<file path="config.mk">
export PLATFORM = sky130hd
export DESIGN_NAME = csp_serial_port
export DESIGN_NICKNAME = d
export VERILOG_FILES = /design/src/hdl/csp_pkg.sv /design/src/hdl/csp_serial_port.sv /design/src/hdl/csp_sync.sv
export VERILOG_INCLUDE_DIRS = /design/src /design/src/hdl
export SDC_FILE = /design/constraint.sdc
export NUM_CORES = 1
export LEC_CHECK = 0
export BUFFER_PORTS_ARGS = -buffer_cell sky130_fd_sc_hd__buf_4
export CAP_MARGIN = 20
export CORE_MARGIN = 2
export CORE_UTILIZATION = 30
export DETAILED_ROUTE_END_ITERATION = 6
export GPL_TIMING_DRIVEN = 1
export PLACE_DENSITY = 0.61
export SKIP_LAST_GASP = 1
export SYNTH_ARGS = -nofsm -noshare
export SYNTH_HDL_FRONTEND = slang
export SYNTH_HIERARCHICAL = 1
export SYNTH_SLANG_ARGS = --single-unit
</file>
<file path="constraint.sdc">
create_clock -name I_MCLK -period 2.8 [get_ports I_MCLK]
set_input_delay 0.14 -clock I_MCLK [delete_from_list [all_inputs] [get_ports I_MCLK]]
set_output_delay 0.14 -clock I_MCLK [all_outputs]
set_load 0.01 [all_outputs]
</file>
<file path="src/hdl/csp_defs.svh">
// Register map, field positions and divider constants of the clocked serial port
`ifndef CSP_DEFS_SVH
`define CSP_DEFS_SVH

// Byte addresses (low address byte only is decoded)
`define CSP_ADDR_SHIFT   8'h00
`define CSP_ADDR_PORT    8'h04
`define CSP_CTRL_INDEX   8'h02
`define CSP_ADDR_CTRL    (`CSP_CTRL_INDEX << 2)
`define CSP_ADDR_DIR     8'h0c
`define CSP_ADDR_STATUS  8'h10
`define CSP_ADDR_MASK    8'h14
`define CSP_ADDR_PINS    8'h18

// Control word fields
`define CSP_CTRL_MSB     4
`define CSP_CTRL_EN      4
`define CSP_CTRL_GO      3

// Pin group, status and shift register fields
`define CSP_PINS_MSB     2
`define CSP_IRQ_BIT      0
`define CSP_SHIFT_MSB    7

// Half periods of the internal serial clock, in system clocks
`define CSP_HALF_DIV16   10'h008
`define CSP_HALF_DIV128  10'h040
`define CSP_HALF_DIV1024 10'h200

// Bit counter value on the last bit of a byte
`define CSP_LAST_BIT     3'h7

// Reset values
`define CSP_SYNC_RST     3'h7
`define CSP_HRDATA_RST   32'h0000_0000

`endif

</file>
<file path="src/hdl/csp_pkg.sv">
// Types shared by the clocked serial port files
package csp_pkg;

    typedef enum logic [1:0] {
        CSP_ST_IDLE      = 2'b00,
        CSP_ST_WAIT_FALL = 2'b01,
        CSP_ST_LOW       = 2'b10,
        CSP_ST_HIGH      = 2'b11
    } csp_xfer_t;

    typedef struct packed {
        logic serial_pin_enable;
        logic transfer_go;
        logic dout_float;
        logic clk_select_hi;
        logic clk_select_lo;
    } csp_ctrl_t;

    typedef struct packed {
        logic port_pin_rx;
        logic port_pin_tx;
        logic port_pin_clock;
    } csp_pins_t;

    typedef struct packed {
        csp_ctrl_t   ctrl;
        logic [7:0]  shift_reg;
        csp_pins_t   port_out;
        csp_pins_t   port_dir;
        logic        transfer_done_irq;
        logic        irq_mask;
        logic        irq;
        csp_xfer_t   xfer;
        logic [2:0]  bit_cnt;
        logic [9:0]  div_cnt;
        logic        sck_int;
        logic        sck_prev;
        csp_pins_t   pin_out;
        csp_pins_t   pin_oe;
        logic        ahb_wr;
        logic        ahb_rd_pend;
        logic [7:0]  ahb_addr;
        logic [31:0] hrdata;
        logic        hreadyout;
        logic        hresp;
    } csp_state_t;

endpackage

</file>
<file path="src/hdl/csp_serial_port.sv">
// Clocked serial I/O port with AHB-Lite registers and interrupt
//
// Functional notes
// - Clock select 00 external pin, 01 fx/16, 10 fx/128, 11 fx/1024.
// - Internal divided clock is driven out on the clock pin.
// - Enable 1 makes the three pins serial; 0 leaves them general port pins.
// - Start write with enable begins shifting at next falling serial clock edge.
// - Starting a transfer clears the transfer done flag.
// - MSB first only; MSB goes to data out at each falling edge.
// - Each rising edge shifts left and loads data in into the LSB.
// - After eight bits the start bit self-clears and done flag sets.
// - A 3-bit counter counts serial clocks; flag raised after eight.
// - Data out latch is the port output latch of the tx pin.
// - Data in is captured in both send/receive and receive-only modes.
// - Float bit tri-states data out; tx pin is then an input.
// - Start bit zero: no shifting, shift register is plain storage.
// - Writing zero to start bit aborts a transfer, no restart.
// - Reset clears start, float and clock-select bits.
//
// The register addresses and the AHB-Lite interface to the registers are this design's own decisions.
`timescale 1ns/1ps
`include "csp_defs.svh"
module csp_serial_port #(
    parameter logic [9:0] HALF_DIV16   = `CSP_HALF_DIV16,
    parameter logic [9:0] HALF_DIV128  = `CSP_HALF_DIV128,
    parameter logic [9:0] HALF_DIV1024 = `CSP_HALF_DIV1024
) (
    // Clock and reset
    input  wire logic                 I_MCLK,
    input  wire logic                 I_SYS_RST,
    // AHB-Lite slave
    input  wire logic                 I_HSEL,
    input  wire logic [31:0]          I_HADDR,
    input  wire logic [1:0]           I_HTRANS,
    input  wire logic                 I_HWRITE,
    input  wire logic [31:0]          I_HWDATA,
    input  wire logic                 I_HREADY,
    output logic      [31:0]          O_HRDATA,
    output logic                      O_HREADYOUT,
    output logic                      O_HRESP,
    // Port pins: clock, data out, data in
    input  wire csp_pkg::csp_pins_t   I_PIN_IN,
    output csp_pkg::csp_pins_t        O_PIN_OUT,
    output csp_pkg::csp_pins_t        O_PIN_OE,
    // Interrupt
    output logic                      O_IRQ
);

    csp_pkg::csp_state_t state;
    csp_pkg::csp_state_t next_state;
    csp_pkg::csp_pins_t  pin_sync;
    logic [9:0]          half;
    logic                int_sel;
    logic                active;
    logic                div_tick;
    logic                fall_ev;
    logic                rise_ev;
    logic                wr_ctrl;
    logic                go_wr;
    logic                stop_wr;
    logic                done;
    logic                flag_clr;

    ////////////////////////////////////////////////////////////////////////////
    // Pin synchronisers

    csp_sync #(
        .W       (3),
        .RST_VAL (`CSP_SYNC_RST)
    ) u_sync (
        .i_clk (I_MCLK),
        .i_rst (I_SYS_RST),
        .i_d   (I_PIN_IN),
        .o_q   (pin_sync)
    );

    ////////////////////////////////////////////////////////////////////////////
    // Register read mux

    function automatic logic [31:0] read_word(input csp_pkg::csp_state_t s,
                                              input csp_pkg::csp_pins_t  p);
        logic [31:0] w;
        w = '0;
        case (s.ahb_addr)
            `CSP_ADDR_SHIFT:  w = 32'(s.shift_reg);
            `CSP_ADDR_PORT:   w = 32'(s.port_out);
            `CSP_ADDR_CTRL:   w = 32'(s.ctrl);
            `CSP_ADDR_DIR:    w = 32'(s.port_dir);
            `CSP_ADDR_STATUS: w = 32'(s.transfer_done_irq);
            `CSP_ADDR_MASK:   w = 32'(s.irq_mask);
            `CSP_ADDR_PINS:   w = 32'({s.xfer != csp_pkg::CSP_ST_IDLE, s.bit_cnt, p});
            default:          w = '0;
        endcase
        return w;
    endfunction

    ////////////////////////////////////////////////////////////////////////////
    // Next state

    always_comb begin
        next_state = state;

        // Clock source and divider length
        int_sel = state.ctrl.clk_select_hi | state.ctrl.clk_select_lo;
        case ({state.ctrl.clk_select_hi, state.ctrl.clk_select_lo})
            2'b01:   half = HALF_DIV16;
            2'b10:   half = HALF_DIV128;
            default: half = HALF_DIV1024;
        endcase
        active   = state.xfer != csp_pkg::CSP_ST_IDLE;
        div_tick = state.div_cnt == (half - 10'h001);

        // Serial clock edges from the divider or from the pin
        if (int_sel) begin
            fall_ev = active & div_tick & state.sck_int;
            rise_ev = active & div_tick & ~state.sck_int;
        end else begin
            fall_ev = state.sck_prev & ~pin_sync.port_pin_clock;
            rise_ev = ~state.sck_prev & pin_sync.port_pin_clock;
        end
        next_state.sck_prev = pin_sync.port_pin_clock;

        // Divider runs only during a transfer, clock parks high
        if (active && int_sel) begin
            if (div_tick) begin
                next_state.div_cnt = '0;
                next_state.sck_int = ~state.sck_int;
            end else begin
                next_state.div_cnt = state.div_cnt + 10'h001;
            end
        end else begin
            next_state.div_cnt = '0;
            next_state.sck_int = 1'b1;
        end

        // Register writes in the data phase
        wr_ctrl  = state.ahb_wr && (state.ahb_addr == `CSP_ADDR_CTRL);
        go_wr    = wr_ctrl && I_HWDATA[`CSP_CTRL_GO] && I_HWDATA[`CSP_CTRL_EN] && !active;
        stop_wr  = wr_ctrl && !I_HWDATA[`CSP_CTRL_GO];
        flag_clr = state.ahb_wr && (state.ahb_addr == `CSP_ADDR_STATUS)
                   && I_HWDATA[`CSP_IRQ_BIT];
        if (wr_ctrl) begin
            next_state.ctrl = csp_pkg::csp_ctrl_t'(I_HWDATA[`CSP_CTRL_MSB:0]);
            next_state.ctrl.transfer_go = state.ctrl.transfer_go;
        end
        if (state.ahb_wr && (state.ahb_addr == `CSP_ADDR_PORT)) begin
            next_state.port_out = csp_pkg::csp_pins_t'(I_HWDATA[`CSP_PINS_MSB:0]);
        end
        if (state.ahb_wr && (state.ahb_addr == `CSP_ADDR_DIR)) begin
            next_state.port_dir = csp_pkg::csp_pins_t'(I_HWDATA[`CSP_PINS_MSB:0]);
        end
        if (state.ahb_wr && (state.ahb_addr == `CSP_ADDR_MASK)) begin
            next_state.irq_mask = I_HWDATA[`CSP_IRQ_BIT];
        end
        // Storage write only while stopped, so shifting cannot be corrupted
        if (state.ahb_wr && (state.ahb_addr == `CSP_ADDR_SHIFT) && !active) begin
            next_state.shift_reg = I_HWDATA[`CSP_SHIFT_MSB:0];
        end

        // Transfer sequencer
        done = 1'b0;
        case (state.xfer)
            csp_pkg::CSP_ST_IDLE: begin
                if (go_wr) begin
                    next_state.ctrl.transfer_go = 1'b1;
                    next_state.bit_cnt          = '0;
                    next_state.xfer             = csp_pkg::CSP_ST_WAIT_FALL;
                end
            end
            csp_pkg::CSP_ST_WAIT_FALL, csp_pkg::CSP_ST_HIGH: begin
                if (fall_ev) begin
                    next_state.port_out.port_pin_tx = state.shift_reg[`CSP_SHIFT_MSB];
                    next_state.xfer = csp_pkg::CSP_ST_LOW;
                end
            end
            csp_pkg::CSP_ST_LOW: begin
                if (rise_ev) begin
                    // Data in sampled whatever the float bit says
                    next_state.shift_reg = {state.shift_reg[`CSP_SHIFT_MSB-1:0],
                                            pin_sync.port_pin_rx};
                    next_state.bit_cnt   = state.bit_cnt + 3'h1;
                    if (state.bit_cnt == `CSP_LAST_BIT) begin
                        done = 1'b1;
                        next_state.ctrl.transfer_go = 1'b0;
                        next_state.xfer = csp_pkg::CSP_ST_IDLE;
                    end else begin
                        next_state.xfer = csp_pkg::CSP_ST_HIGH;
                    end
                end
            end
            default: begin
                next_state.xfer = csp_pkg::CSP_ST_IDLE;
            end
        endcase

        // Forced stop by software or by leaving serial mode
        if (active && (stop_wr || !next_state.ctrl.serial_pin_enable)) begin
            next_state.ctrl.transfer_go = 1'b0;
            next_state.xfer             = csp_pkg::CSP_ST_IDLE;
            next_state.bit_cnt          = '0;
            next_state.div_cnt          = '0;
            next_state.sck_int          = 1'b1;
        end

        // Done flag: a completion beats a clear in the same cycle
        next_state.transfer_done_irq = (state.transfer_done_irq & ~flag_clr & ~go_wr)
                                       | done;
        next_state.irq = next_state.transfer_done_irq & next_state.irq_mask;

        // Pin drivers
        if (next_state.ctrl.serial_pin_enable) begin
            // Select bits just written decide the pin, so no stale input phase
            next_state.pin_oe.port_pin_clock  = next_state.ctrl.clk_select_hi
                                                | next_state.ctrl.clk_select_lo;
            next_state.pin_out.port_pin_clock = next_state.pin_oe.port_pin_clock
                                                ? next_state.sck_int
                                                : next_state.port_out.port_pin_clock;
            next_state.pin_oe.port_pin_tx     = ~next_state.ctrl.dout_float;
            next_state.pin_oe.port_pin_rx     = 1'b0;
        end else begin
            next_state.pin_oe  = next_state.port_dir;
            next_state.pin_out = next_state.port_out;
        end
        next_state.pin_out.port_pin_tx = next_state.port_out.port_pin_tx;
        next_state.pin_out.port_pin_rx = next_state.port_out.port_pin_rx;

        // AHB-Lite: writes zero-wait, reads one wait state
        next_state.hresp  = 1'b0;
        next_state.ahb_wr = 1'b0;
        if (state.ahb_rd_pend) begin
            next_state.hrdata      = read_word(state, pin_sync);
            next_state.hreadyout   = 1'b1;
            next_state.ahb_rd_pend = 1'b0;
        end else if (I_HSEL && I_HTRANS[1] && I_HREADY) begin
            next_state.ahb_addr = I_HADDR[7:0];
            next_state.ahb_wr   = I_HWRITE;
            if (!I_HWRITE) begin
                next_state.ahb_rd_pend = 1'b1;
                next_state.hreadyout   = 1'b0;
            end
        end
    end

    ////////////////////////////////////////////////////////////////////////////
    // State register

    always_ff @(posedge I_MCLK or posedge I_SYS_RST) begin
        if (I_SYS_RST) begin
            state           <= '0;
            state.xfer      <= csp_pkg::CSP_ST_IDLE;
            state.sck_int   <= 1'b1;
            state.sck_prev  <= 1'b1;
            state.hrdata    <= `CSP_HRDATA_RST;
            state.hreadyout <= 1'b1;
        end else begin
            state <= next_state;
        end
    end

    assign O_HRDATA    = state.hrdata;
    assign O_HREADYOUT = state.hreadyout;
    assign O_HRESP     = state.hresp;
    assign O_PIN_OUT   = state.pin_out;
    assign O_PIN_OE    = state.pin_oe;
    assign O_IRQ       = state.irq;
endmodule

</file>
<file path="src/hdl/csp_sync.sv">
// Three-stage pin synchroniser with agreement filter
`timescale 1ns/1ps
module csp_sync #(
    parameter int         W       = 3,
    parameter logic [W-1:0] RST_VAL = '1
) (
    // Clock and reset
    input  wire logic         i_clk,
    input  wire logic         i_rst,
    // Pin levels in, filtered levels out
    input  wire logic [W-1:0] i_d,
    output logic      [W-1:0] o_q
);

    logic [W-1:0] s1;
    logic [W-1:0] s2;
    logic [W-1:0] s3;

    // A change counts only once stages two and three agree
    always_ff @(posedge i_clk or posedge i_rst) begin
        if (i_rst) begin
            s1  <= RST_VAL;
            s2  <= RST_VAL;
            s3  <= RST_VAL;
            o_q <= RST_VAL;
        end else begin
            s1 <= i_d;
            s2 <= s1;
            s3 <= s2;
            for (int i = 0; i < W; i++) begin
                if (s2[i] == s3[i]) begin
                    o_q[i] <= s3[i];
                end
            end
        end
    end

endmodule

</file>
**Word level (Yosys, flattened, before mapping)**

Index checks and enable logic that the tools add are counted.

- $add $sub $neg: 3
- Equality and inequality tests: 20
- Muxes and demuxes: 40
- Bitwise logic cells: 18
- Reduce and logical (&&, ||, !) cells: 30

Operators with widths:

| kind | number |
|---|---|
| one-hot mux 8 bit (7 select lines) | 1 |
| == test 8 x 5 -> 1 bit (second input constant) | 3 |
| 2-to-1 mux 8 bit | 3 |
| 2-to-1 mux 1 bit | 20 |
| 2-to-1 mux 10 bit | 2 |
| one-hot mux 10 bit (2 select lines) | 1 |
| == test 8 x 4 -> 1 bit (second input constant) | 2 |
| logical AND 1 bit | 16 |
| 2-to-1 mux 16 bit | 1 |
| 2-to-1 mux 5 bit | 3 |
| 2-to-1 mux 11 bit | 1 |
| adder 10 x 1 -> 10 bit (second input constant) | 1 |
| == test 10 bit | 1 |
| subtractor 10 x 1 -> 10 bit (second input constant) | 1 |
| inequality test 3 bit (second input constant) | 3 |
| AND 1 bit | 8 |
| == test 8 x 3 -> 1 bit (second input constant) | 1 |
| logical NOT 8 bit | 1 |
| NOT 1 bit | 7 |
| == test 2 bit (second input constant) | 3 |
| 2-to-1 mux 2 bit | 3 |
| one-hot mux 2 bit (3 select lines) | 1 |
| one-hot mux 3 bit (2 select lines) | 1 |
| AND reduction 3 bit | 2 |
| other kinds (16) | 25 |

- Register bits: 98
- Input port bits: 74
- Output and inout port bits: 41

**Depth between registers and ports, before layout**

Gate-level depths: netlist of the first run.

- Depth in word-level cells: 12
- Gate-level depth with buffers: 7

**Cells and area by module**

Netlist of the first run, hierarchy kept.

Modules (own cells, without submodules):

| module | instances | cells each | area an instance (sq um) | seq. area each (sq um) |
|---|---|---|---|---|
| csp_serial_port | 1 | 313 | 3392.0 | 1555.2 |
| csp_sync | 1 | 16 | 352.8 | 315.3 |

**Worst setup path before layout of the first run**

No wires, ideal clock.

- Path kind: register to register
- Start: register state[84] in the netlist's numbering
- End: register state[76] in the netlist's numbering
- Setup time: 125 ps
- Arrival: 2342 ps
- Data required time: 2675 ps
- Slack: 334 ps
- Cell stages (with the launch flop): 8
- Path buffers: 0
- Period minus slack after synthesis: 2466 ps
- Cells stage by stage: dfrtp_1 > inv_1 > ha_1 > or4b_1 > a2111o_1 > o21a_4 > nor2_8 > mux2_2

RTL lines:

| item | line | text |
|---|---|---|
| from (decl) | csp_serial_port.sv:49 | `csp_pkg::csp_state_t state;` |
| from (signal assigned) | csp_serial_port.sv:256 | `state <= next_state;` |

==> results of run 1 <==
## stage by stage
stage,hold WS (ns),cell area [µm²]
final,0.0399,4410
after global routing,0.0358,4410
after CTS,0.0286,4410
after detailed placement,0.119,4070
after global placement,0.109,4070
after floorplan,0.144,3830
## cell usage in the layout, fill, tap and decap left out, drive strengths merged, types with 6 or more instances in the layout
master / n
dfrtp: 59
buf: 47
mux2: 36
conb: 25
nor2: 25
inv: 20
dfstp: 15
o21ai: 14
clkbuf: 13
nand3: 10
nand2: 9
o22ai: 7
mux2i: 6
o211ai: 6
## where the power goes
part / switching, µW / internal (µW) / total [µW]
Sequential: 66.8 / 1160 / 1230
Clock: 411 / 712 / 1120
Combinational: 177 / 180 / 357
Total: 655 / 2050 / 2710
## layer usage
metal,wire (µm),up-vias
met5,0,-
li1,-,1182
met3,405,8
met4,61,0
met1,3580,1227
met2,3400,73
## logic make-up (layout without fill, tap and decap cells)
kind of cell / count (synthesis) / in the layout / share of synthesized area
buffers and inverters: 67 / 88 / 0.107
DFF: 74 / 74 / 0.500
AOI/OAI and AO/OA: 46 / 46 / 0.0859
other: 1 / 25 / 0.00100
xor gates and xnor gates: 9 / 9 / 0.0210
muxes: 45 / 45 / 0.142
adders and majority gates: 8 / 8 / 0.0257
and+or+nand+nor: 79 / 79 / 0.118
## layout make-up
cell class | instances | area (µm²)
clock buffer | 13 | 250
clock inverter | 3 | 40.0
fill | 1218 | 7700
inverter | 20 | 75.1
multi-input combinational | 212 | 1560
sequential | 74 | 1870
tap | 168 | 210
timing repair buffer | 52 | 403
## state kept, by name (all words and copies together), names as in the netlist
register     count
u_sync/s1        3
state           46
O_PIN_OE         3
u_sync/s2        3
u_sync/o_q       3
O_PIN_OUT        3
O_HREADYOUT      1
u_sync/s3        3
O_IRQ            1
O_HRDATA         8
## repair_timing
item                                    in CTS  in global routing
endpoints found under the setup margin       0                  3
endpoints found under the hold margin       16                  0
hold buffers                                 5                  0
## synthesized netlist by cell type, types with 2 or more instances
library cell and instances:
sky130_fd_sc_hd__a32oi_1 2, sky130_fd_sc_hd__nand2_1 9, sky130_fd_sc_hd__nor2b_1 2, sky130_fd_sc_hd__nand4b_1 3
sky130_fd_sc_hd__and2_1 3, sky130_fd_sc_hd__a21o_1 2, sky130_fd_sc_hd__clkbuf_1 5, sky130_fd_sc_hd__mux4_2 3
sky130_fd_sc_hd__nor3b_1 3, sky130_fd_sc_hd__mux2i_1 6, sky130_fd_sc_hd__buf_2 2, sky130_fd_sc_hd__ha_1 5
sky130_fd_sc_hd__inv_1 20, sky130_fd_sc_hd__maj3_2 3, sky130_fd_sc_hd__and3b_1 2, sky130_fd_sc_hd__o211ai_1 5
sky130_fd_sc_hd__nor4_1 2, sky130_fd_sc_hd__dfrtp_1 59, sky130_fd_sc_hd__dfstp_2 15, sky130_fd_sc_hd__o21ai_0 14
sky130_fd_sc_hd__xnor2_1 4, sky130_fd_sc_hd__a21oi_1 5, sky130_fd_sc_hd__nand3_1 10, sky130_fd_sc_hd__xor2_1 5
sky130_fd_sc_hd__nor3_1 4, sky130_fd_sc_hd__o22ai_1 7, sky130_fd_sc_hd__mux2_2 36, sky130_fd_sc_hd__nand2b_1 2
sky130_fd_sc_hd__nand3b_1 2, sky130_fd_sc_hd__buf_4 39, sky130_fd_sc_hd__nor2_1 24, sky130_fd_sc_hd__nand4_1 5
sky130_fd_sc_hd__nor4b_1 3
## critical path, delay by kind of cell (launching register included)
kind                       cells  cell delay [ns]
AOI/OAI and AO/OA              2             0.78
adders and majority gates      1             0.29
buffers and inverters          1             0.09
DFF                            1             0.39
muxes                          1             0.36
and+or+nand+nor                2             0.61
## worst max-delay path by stage
stage                   start   endpoint  depth (start not counted)
floorplan           state[84]  state[76]                          7
global placement    state[85]  state[78]                          7
detailed placement  state[85]  state[80]                          7
CTS                 state[85]  state[80]                          7
global route        state[85]  state[80]                          7
finish              state[85]  state[80]                          7
==> impl_summary.md, run 1 <==
Outcome
The flow ran to the end, and the final reports show no timing, DRC or antenna violations.

Worst setup path
On the worst path, the slowest cell contributes a delay of 0.49 ns. The arrival time of data at the critical path endpoint is roughly 2.9 ns. The slowest stage of the critical path belongs to the cell sky130_fd_sc_hd__a2111o_1. The signal on the critical path passes through inv_1, ha_1, or4b_1, a2111o_1, o21a_4, nor2_8, mux2_2.

The reg-to-reg startpoint is state[85]. The maximum fanout along the worst path is 8. The worst setup path is launched from a register.

The data required time of the worst path is 3.01 ns. The end of the worst register-to-register path is state[80]. For the worst flop-to-flop path, the logic depth is 7. STA classifies the critical path endpoint as a register. The critical path in this run is classified as register to register. The worst reg-to-reg setup slack is 0.15 ns.

Global route
The via count of the first global-routing pass was 2424. Entering global routing, the biggest net connects 51 pins. The initial antenna violation count was 0. The leftover overflow at the end of global routing is 0.

In the global route stage, met1 resource usage came out at 0.165. The global routing met3 resource utilization is 0.0377. The global routing stage identified its most utilized layer as met2. The wire length of the first global-routing pass is 12300 µm. The aggregate global-route resource usage is 0.119. The met2 global-route usage is 0.178.

Final layout
The final core area utilization is 0.364. The number of antenna diodes in the final layout is 0. At the end of the flow, the number of nets in the layout was 448. Once layout is complete, the cells apart from fillers number 542. Of the cells placed in the final design, the portion with a size suffix greater than 1 is 0.329. Relative to the synthesized area, the layout overhead comes to 17.8%.

Clocking
TritonCTS built the clock tree. The clock passes through at most 2 buffers. The root buffer cell chosen for the clock tree is sky130_fd_sc_hd__clkbuf_16. Clock tree synthesis inserted a total of 9 buffers.

Buffers added to address setup during post-CTS repair amount to 0. The post-cts gate resize count is 0. The H-tree depth is 3.

The number of clock sinks is 74. The post-CTS clock slew at the launch and capture registers of the worst setup and hold paths is 0.06 ns. Clock latency on the worst-skew pair, taken at its later pin, is 0.33 ns.

STA
Based on the critical path, the design can be clocked at up to 377 MHz. Setup repair after global routing left no endpoint under its margin. The number of setup violations in the final report is 0.

The share of the clock period used by the worst path is 0.948. The worst pin sits at a relative slew slack of 0.581. The final critical path time including I/O delays and setup is 2.65 ns. The smallest setup slack after layout is 0.146 ns. The clock skew after layout is between 0.006 and 0.007 ns. The total negative slack for setup checks is 0 ns. The final count of hold timing violations is 0.

The count of pins over their slew limit is 0. The worst-margin pin slew is 0.629 ns.

Min path
The worst hold path terminates at state[35]. The number of instances on the worst hold path is 2. The path class of the lowest-slack min-delay path is input pin to register.

In this run the most critical hold path is launched from I_HADDR[1].

Placed design
The pre-CTS setup slack is 0.112 ns. Detailed placement ended at an HPWL of 5480 µm. The post-placement cell count is 521. The routability-driven placement congestion ratio is a little over 0.8. The count of input and output buffers is 40.

Detailed routing
The count of nets left with antenna violations once routing finished came out at 0. After the first detailed-routing iteration, the DRC count stood at 145. In the routed layout, each cell is associated on average with a via count of ~4.6. The number of optimization iterations in the first detailed-route pass is 4. Detailed routing inserted a total of 2490 vias. The total routed wirelength is 7450 µm. After detailed routing, the average wire length per cell comes to around 14 µm. The total DRC errors in the routed layout is 0.

Run
The tool flagged a number of max-cap violations equal to 0.

Logic synthesis
The sequential area share after synthesis is 0.499. The yosys synthesis warning count is 6. Of the post-synthesis cell area, the dominant cell type holds 0.394. The post-synthesis register bit count is 74.

Sorting the synthesized cells by area gives the leading types as sky130_fd_sc_hd__dfrtp_1 (39%), sky130_fd_sc_hd__mux2_2 (11%), sky130_fd_sc_hd__dfstp_2 (11%), sky130_fd_sc_hd__buf_4 (7.8%), sky130_fd_sc_hd__nor2_1 (2.4%). The leading area contributor after synthesis is sky130_fd_sc_hd__dfrtp_1. The fraction of registers with async set/reset is 1.00. The post-synthesis instance area is about 3700 µm². The number of synthesized flops with an enable pin is 0.

Synthesis produced 329 cells. The most used flip-flop cell after synthesis is sky130_fd_sc_hd__dfrtp_1. The synthesized area per cell is 11.4 µm². The number of unique standard cell types used by synthesis is 51.

Pwr
Power comes to 2710 µW. The worst voltage drop across the vdd grid is approximately 0.33 mV. The reported leakage power is 0.00196 µW. The ratio of total power to cell area is 613 nW/µm².

Die
In this run the horizontal extent of the chip is about 120 µm. The I/O pin count is 115. The area inside the core boundary is 12100 µm². The die area is between 10000 and 15000 µm². The initial core utilization is 0.309. The floorplan step set the die height to 116 µm. The standard-cell row count is 40.
Note: power is estimated with default switching activity, not from simulation.
==> run 2, diff against run 1 <==
--- a/config.mk
+++ b/config.mk
@@ -10,6 +10,7 @@
 export CAP_MARGIN = 20
 export CORE_MARGIN = 2
 export CORE_UTILIZATION = 30
+export CTS_BUF_LIST = sky130_fd_sc_hd__clkbuf_2
 export DETAILED_ROUTE_END_ITERATION = 6
 export GPL_TIMING_DRIVEN = 1
 export PLACE_DENSITY = 0.61
==> impl_summary.md, run 2 (synthesis results as in run 1) <==
Final layout
The area added between synthesis and finish is 17.2%. In the layout the commonest cells are sky130_fd_sc_hd__dfrtp_1 (59), sky130_fd_sc_hd__buf_4 (47), sky130_fd_sc_hd__mux2_2 (36). The flip-flop count of the largest register, all copies and words added is 46 (unchanged). The most common cell after layout, fill and taps aside is sky130_fd_sc_hd__dfrtp_1. The layout cell share with drive strength beyond 1 is 0.321 (-0.00836). The finished layout cell area came to 4390 µm² (-0.54%). The number of nets in the finished design is 464 (+3.6%). The final core area utilization came to 0.362 (-0.00196). state holds more flip-flops than any other register.

Clocking
The number of clock sinks was 74 (unchanged). The root buffer cell is sky130_fd_sc_hd__clkbuf_2. The buffer count from post-CTS setup fixing is 0 (unchanged). The H-tree depth came to 3 (unchanged). The post-cts gate resize count was 0 (unchanged). The post-CTS clock slew at the launch and capture registers of the worst setup and hold paths was 0.19 ns (+0.13 ns).

The total CTS buffers was 9 (unchanged). The clock insertion delay at the later pin of the skew report is 0.55 ns (+0.22 ns). The TritonCTS clock tree is yes. The maximum buffer depth of the clock tree is 2 (unchanged).

STA
The smallest setup slack after layout is 0.157 ns (+0.0106 ns). The count of pins over their slew limit is 0 (unchanged). Setup repair after global routing left no endpoint under its margin. The total negative slack for setup checks is 0 ns (unchanged).

The worst-margin pin slew is 0.631 ns (+0.00284 ns). The top achievable clock speed was 378 MHz (+0.40%). The clock skew after layout is 0.0368 ns (+0.0304 ns). The final critical path time including I/O delays and setup is 2.64 ns (-0.0106 ns). The smallest hold slack is 0.0944 ns (+0.0545 ns). The remaining max-slew budget at the tightest pin is 0.579 (-0.00189).

The share of the clock period used by the worst path is 0.944 (-0.00378). The number of setup violations in the final report came to 0 (unchanged). The final count of hold timing violations is 0 (unchanged).

Pwr
The part of the power in the clock network is 0.264 (-0.151). The combinational fraction of design power is 0.173 (+0.041). The proportion of total power due to net switching is 0.281 (+0.0389).

The reported leakage power is 0.00195 µW (-0.17%). The part of the total power dissipated in sequential elements is 0.563 (+0.110). The worst voltage drop across the vdd grid is 0.255 mV (-22%). The ratio of total power to cell area is 496 nW/µm² (-19%). The reported net switching power is 611 µW (-6.7%).

The internal power summed over all cells is 1560 µW (-24%).

Detailed routing
The via count is 2555 (+2.6%). The number of optimization iterations in the first detailed-route pass was 4 (unchanged). The antenna violation net count after detailed routing was 0 (unchanged). The total DRC errors in the routed layout is 0 (unchanged). The number of DRC markers in iteration 0 was 133 (-8.3%). The total routed wirelength came to 7640 µm (+2.5%). The final routed wire length divided by cell count is 13.7 µm (-0.57%). The detail-routed via count per cell is 4.57 (-0.51%).

Global route
The via count of the first global-routing pass is 2490 (+2.7%). The leftover overflow at the end of global routing came to 0 (unchanged). The initial antenna violation count is 0 (unchanged). The wire length of the first global-routing pass is 12600 µm (+2.1%). The aggregate global-route resource usage is 0.121 (+0.00212). The maximum number of pins on one net before global-route repair was 51 (unchanged).

Die
The area inside the core boundary is 12100 µm² (unchanged). The die area is 13400 µm² (unchanged). The standard-cell row count was 40 (unchanged).

The I/O pin count is 115 (unchanged). The die height is 116 µm (unchanged). The initial core utilization is 0.309 (unchanged). The die span in x is 116 µm (unchanged).

Min path
The path class of the lowest-slack min-delay path is input pin to async pin.

Outcome
The run finished with clean final reports.

Worst setup path
The maximum fanout along the worst path is 8 (unchanged). The arrival time of data at the critical path endpoint is 3.09 ns (+0.23 ns). The data required time of the worst path is 3.25 ns (+0.24 ns). The endpoint type of the worst setup path is a register. The category of the worst setup path launch point is a register. The worst setup path is of the register to register kind.

Placed design
The routability-driven placement congestion ratio came to 0.810 (unchanged). The count of input and output buffers is 40 (unchanged). The HPWL after detailed placement came to 5480 µm (unchanged). The pre-CTS setup slack is 0.112 ns (unchanged).

The cell area reported after detailed placement is 4070 µm² (unchanged).

Run
The max-cap check violation count is 0 (unchanged).
-- run 2: power groups by stage --
stage	clock, µW	sequential [µW]	combinational [µW]
after floorplan	0	1220	285
after global placement	0	1240	345
after detailed placement	0	1240	353
after CTS	599	1220	378
after global routing	651	1240	420
final	575	1220	376
-- run 2: final cells by class --
cell class	instances	area (µm²)
flip-flops and latches	74	1870
repair buffers	68	563
inverters	20	75.1
well taps	168	210
clock inverters	4	43.8
diodes	1	2.50
clock buffers	12	60.1
multi-input cells	212	1560
fillers	1224	7720
-- run 2: per-layer routing --
metal / up-vias / GRT usage / wire length, µm / share of wire
met5: - / 0 / 0 / 0
met4: 0 / 0.0254 / 52 / 0.0068
met3: 11 / 0.0460 / 453 / 0.059
li1: 1215 / - / - / -
met2: 78 / 0.185 / 3550 / 0.46
met1: 1251 / 0.165 / 3590 / 0.47
-- run 2: timing repair --
item | in CTS | in global routing
endpoints found under the hold margin | 60 | 0
hold buffers | 21 | 0
endpoints found under the setup margin | 0 | 7
-- run 2: final timing paths --
check / start / end / slack (ns) / depth (start not counted)
setup / recovery: state[85] / state[79] / 0.16 / 7
hold / removal: I_SYS_RST / O_PIN_OUT[0] / 0.09 / 3
setup reg to reg: state[85] / state[79] / 0.16 / 7
hold reg to reg: u_sync/s1[0] / u_sync/s2[0] / 0.37 / 0
max in group asynchronous: I_SYS_RST / O_HRDATA[0] / 1.78 / 4
min in group I_MCLK: I_HREADY / state[43] / 0.17 / 3
-- run 2: worst max-delay path, cell delays in order, from the launching register on --
cell and delay [ns]:
sky130_fd_sc_hd__dfrtp_1 0.44, sky130_fd_sc_hd__inv_1 0.08, sky130_fd_sc_hd__ha_1 0.29, sky130_fd_sc_hd__or4b_1 0.44
sky130_fd_sc_hd__a2111o_1 0.49, sky130_fd_sc_hd__o21a_4 0.30, sky130_fd_sc_hd__nor2_8 0.17, sky130_fd_sc_hd__mux2_2 0.36
-- run 2: per-stage QoR --
step | power, µW | instances
2_1_floorplan | 1500 | 353
3_3_place_gp | 1580 | 521
3_5_place_dp | 1600 | 521
4_1_cts | 2200 | 558
5_1_grt | 2310 | 558
6_report | 2180 | 559
==> run 3, diff against run 2 <==
--- a/config.mk
+++ b/config.mk
@@ -6,6 +6,7 @@
 export SDC_FILE = /design/constraint.sdc
 export NUM_CORES = 1
 export LEC_CHECK = 0
+export ABC_AREA = 1
 export BUFFER_PORTS_ARGS = -buffer_cell sky130_fd_sc_hd__buf_4
 export CAP_MARGIN = 20
 export CORE_MARGIN = 2
@@ -19,3 +20,4 @@
 export SYNTH_HDL_FRONTEND = slang
 export SYNTH_HIERARCHICAL = 1
 export SYNTH_SLANG_ARGS = --single-unit
+export TNS_END_PERCENT = 20
==> impl_summary.md, run 3 <==
STA
The total negative slack for setup checks is 0 ns (unchanged). The final critical path time including I/O delays and setup is 2.18 ns (-0.463 ns). The remaining max-slew budget at the tightest pin is 0.610 (+0.0314). The final count of hold timing violations was 0 (unchanged). The clock skew after layout was 0.0347 ns (-0.00209 ns). Setup repair after global routing left no endpoint under its margin. The count of pins over their slew limit was 0 (unchanged). The number of setup violations in the final report was 0 (unchanged). The top achievable clock speed came to 459 MHz (+21%). The worst-margin pin slew is 0.583 ns (-0.0480 ns). The share of the clock period used by the worst path is 0.779 (-0.165).

Worst setup path
The start point of the critical path is state[85]. The data required time of the worst path came to 3.24 ns (about the same). The maximum fanout along the worst path is 11 (+3).

The endpoint type of the worst setup path is a register. The reg-to-reg startpoint is state[85]. The arrival time of data at the critical path endpoint is 2.62 ns (-0.47 ns).

The path type of the worst setup path is register to register. The worst setup path is launched from a register.

Logic synthesis
The number of synthesized flops with an enable pin was 0 (unchanged). The synthesized netlist cell count is 449 (+36%). The most used flip-flop cell after synthesis is sky130_fd_sc_hd__dfrtp_1. The library cell with the highest instance count after synthesis is sky130_fd_sc_hd__nand2_1. The sequential area share after synthesis is 0.487 (-0.0127). The fraction of registers with async set/reset was 1.00 (unchanged). The fraction of synthesized cell area taken by the top area cell type is 0.384 (-0.0100). Sorting the synthesized cells by area gives the leading types as sky130_fd_sc_hd__dfrtp_1 (38%), sky130_fd_sc_hd__nand2_1 (11%), sky130_fd_sc_hd__dfstp_2 (10%), sky130_fd_sc_hd__buf_4 (7.6%), sky130_fd_sc_hd__inv_1 (4.5%). The synthesized area per cell came to 8.56 µm² (-25%). In the synthesized netlist, the cells that appear most often are sky130_fd_sc_hd__nand2_1 (115), sky130_fd_sc_hd__dfrtp_1 (59), sky130_fd_sc_hd__inv_1 (46). Summed over all instances, the cell type with the most area after synthesis is sky130_fd_sc_hd__dfrtp_1. The post-synthesis register bit count came to 74 (unchanged). The number of unique standard cell types used by synthesis came to 40 (-22%). The yosys synthesis warning count is 6 (unchanged). The post-synthesis instance area is 3840 µm² (+2.6%).

Final layout
The number of nets in the finished design is 584 (+26%). The area added between synthesis and finish is 16.6%. The flip-flop count of the largest register, all copies and words added is 46 (unchanged). The number of antenna repair diodes is 0 (-1). The final-layout fill cell count came to 1301 (+6.3%). The largest register by flop count is state. The most common cell after layout, fill and taps aside is sky130_fd_sc_hd__nand2_1. The top cell types in the final layout, fill and taps aside, are sky130_fd_sc_hd__nand2_1 (115), sky130_fd_sc_hd__dfrtp_1 (59), sky130_fd_sc_hd__inv_1 (45).

The final core area utilization is 0.356 (-0.00590). The layout cell share with drive strength beyond 1 is 0.218 (-0.103).

Clocking
The maximum buffer depth of the clock tree came to 2 (unchanged). The clock insertion delay at the later pin of the skew report is 0.52 ns (-0.03 ns). The root buffer cell is sky130_fd_sc_hd__clkbuf_2.

The post-cts gate resize count is 0 (unchanged). The total CTS buffers is 9 (unchanged). The post-CTS clock slew at the launch and capture registers of the worst setup and hold paths is 0.23 ns (+0.04 ns). The H-tree depth is 3 (unchanged).

The number of clock sinks is 74 (unchanged). The TritonCTS clock tree is yes. The buffer count from post-CTS setup fixing was 0 (unchanged). The quantity of hold-fixing buffers added after cts is 21 (unchanged).

Global route
The initial antenna violation count is 0 (unchanged). The wire length of the first global-routing pass is 13300 µm (+5.7%). The via count of the first global-routing pass is 2804 (+13%).

The maximum number of pins on one net before global-route repair is 28 (-45%). The aggregate global-route resource usage is 0.124 (+0.00247). The leftover overflow at the end of global routing was 0 (unchanged).

Detailed routing
The detail-routed via count per cell is 4.34 (-5.1%). The number of optimization iterations in the first detailed-route pass is 5 (+1). The via count is 2959 (+16%). The number of DRC markers in iteration 0 is 145 (+9.0%). The final routed wire length divided by cell count is 11.6 µm (-15%).

The antenna violation net count after detailed routing was 0 (unchanged). The total DRC errors in the routed layout is 0 (unchanged). The total routed wirelength came to 7930 µm (+3.7%).

Pwr
The ratio of total power to cell area is 533 nW/µm² (+7.6%). The reported leakage power came to 0.00232 µW (+18%). The worst voltage drop across the vdd grid came to 0.247 mV (-3.4%).

Outcome
The flow ran to the end, and the final reports show no timing, DRC or antenna violations.

Die
The area inside the core boundary came to 12600 µm² (+3.8%). The initial core utilization is 0.306 (-0.00347). The die area is 13700 µm² (+2.5%). The I/O pin count was 115 (unchanged). The die span in x came to 117 µm (+1.2%). The standard-cell row count was 41 (+2.5%). The die height was 117 µm (+1.2%).

Min path
The path class of the lowest-slack min-delay path is input pin to register. The worst hold path begins at I_HREADY.

Run
The max-cap check violation count is 0 (unchanged).

Placed design
The count of input and output buffers is 40 (unchanged). The routability-driven placement congestion ratio came to 0.867 (+7.1%). The HPWL after detailed placement was 5940 µm (+8.3%).
-- run 3: cell count changes after synthesis, sizes merged, moves of 5 or more --
cell	delta
nand2	+115
mux2	-31
inv	+29
nor2	+22
o21ai	+20
nand3	+13
a21oi	+9
mux2i	-6
clkbuf	-5
o211ai	-5
o22ai	-5
-- run 3: critical path, stage by stage (launching register included) --
cell and delay (ns):
sky130_fd_sc_hd__dfrtp_1 0.44, sky130_fd_sc_hd__inv_1 0.07, sky130_fd_sc_hd__ha_1 0.30, sky130_fd_sc_hd__inv_1 0.08, sky130_fd_sc_hd__nand2_1 0.05, sky130_fd_sc_hd__nand2_1 0.06
sky130_fd_sc_hd__nand2_1 0.05, sky130_fd_sc_hd__nor2_1 0.20, sky130_fd_sc_hd__nand4_1 0.15, sky130_fd_sc_hd__nand2_2 0.20, sky130_fd_sc_hd__nand2_1 0.30, sky130_fd_sc_hd__nand2_1 0.16
sky130_fd_sc_hd__o21ai_2 0.06
-- run 3: area by class of cell --
type | count | area, µm² | area share
multi-input combinational | 306 | 1560 | 0.349
sequential | 74 | 1870 | 0.417
clock buffer | 9 | 45.0 | 0.0101
tap | 172 | 215 | 0.0480
inverter | 50 | 188 | 0.0419
clock inverter | 7 | 67.6 | 0.0151
timing repair buffer | 64 | 533 | 0.119
-- run 3: cells by family (layout without fill, tap and decap cells) --
kind of cell,Yosys count,count (layout),share of synthesized area
AO/OA/AOI/OAI,55,55,0.0795
XOR/XNOR,4,4,0.00912
adder cells (fa/ha/maj),5,5,0.0163
buffers and inverters,93,130,0.130
flip-flops,74,74,0.487
multiplexers,5,5,0.0147
other,1,25,0.000976
AND/OR/NAND/NOR,212,212,0.262
-- run 3: routing by layer --
layer  vias to the layer above  wire length [µm]  global-route usage
met4                         0                87              0.0471
li1                       1479                 -                   -
met5                         -                 0                   0
met1                      1379              3870               0.177
met2                        92              3570               0.185
met3                         9               401              0.0247
-- run 3: stage by stage --
| step | cell area [µm²] | hold slack [ns] | power, µW | setup WS, ns | cells |
|---|---|---|---|---|---|
| 3_3_place_gp | 4160 | 0.247 | 1770 | 0.625 | 645 |
| 4_1_cts | 4480 | 0.168 | 2420 | 0.601 | 682 |
| 2_1_floorplan | 3930 | 0.144 | 1680 | 0.991 | 473 |
| 3_5_place_dp | 4160 | 0.250 | 1790 | 0.594 | 645 |
| 6_report | 4480 | 0.200 | 2390 | 0.620 | 682 |
| 5_1_grt | 4480 | 0.209 | 2550 | 0.402 | 682 |
-- run 3: worst paths after layout --
check,endpoint,slack [ns],depth (start not counted)
max,state[83],0.62,12
min,state[37],0.20,3
max reg2reg,state[83],0.62,12
min reg2reg,u_sync/s2[1],0.37,0
max in group asynchronous,O_HREADYOUT,1.84,4
min in group asynchronous,state[88],0.21,3
-- run 3: power by group --
group / internal [µW] / total [µW] / switching, µW / leakage [µW]
combinational: 200 / 547 / 347 / 0.00141
sequential: 1170 / 1250 / 73.5 / 0.000837
clock: 203 / 598 / 395 / 0.0000657
total: 1570 / 2390 / 816 / 0.00232
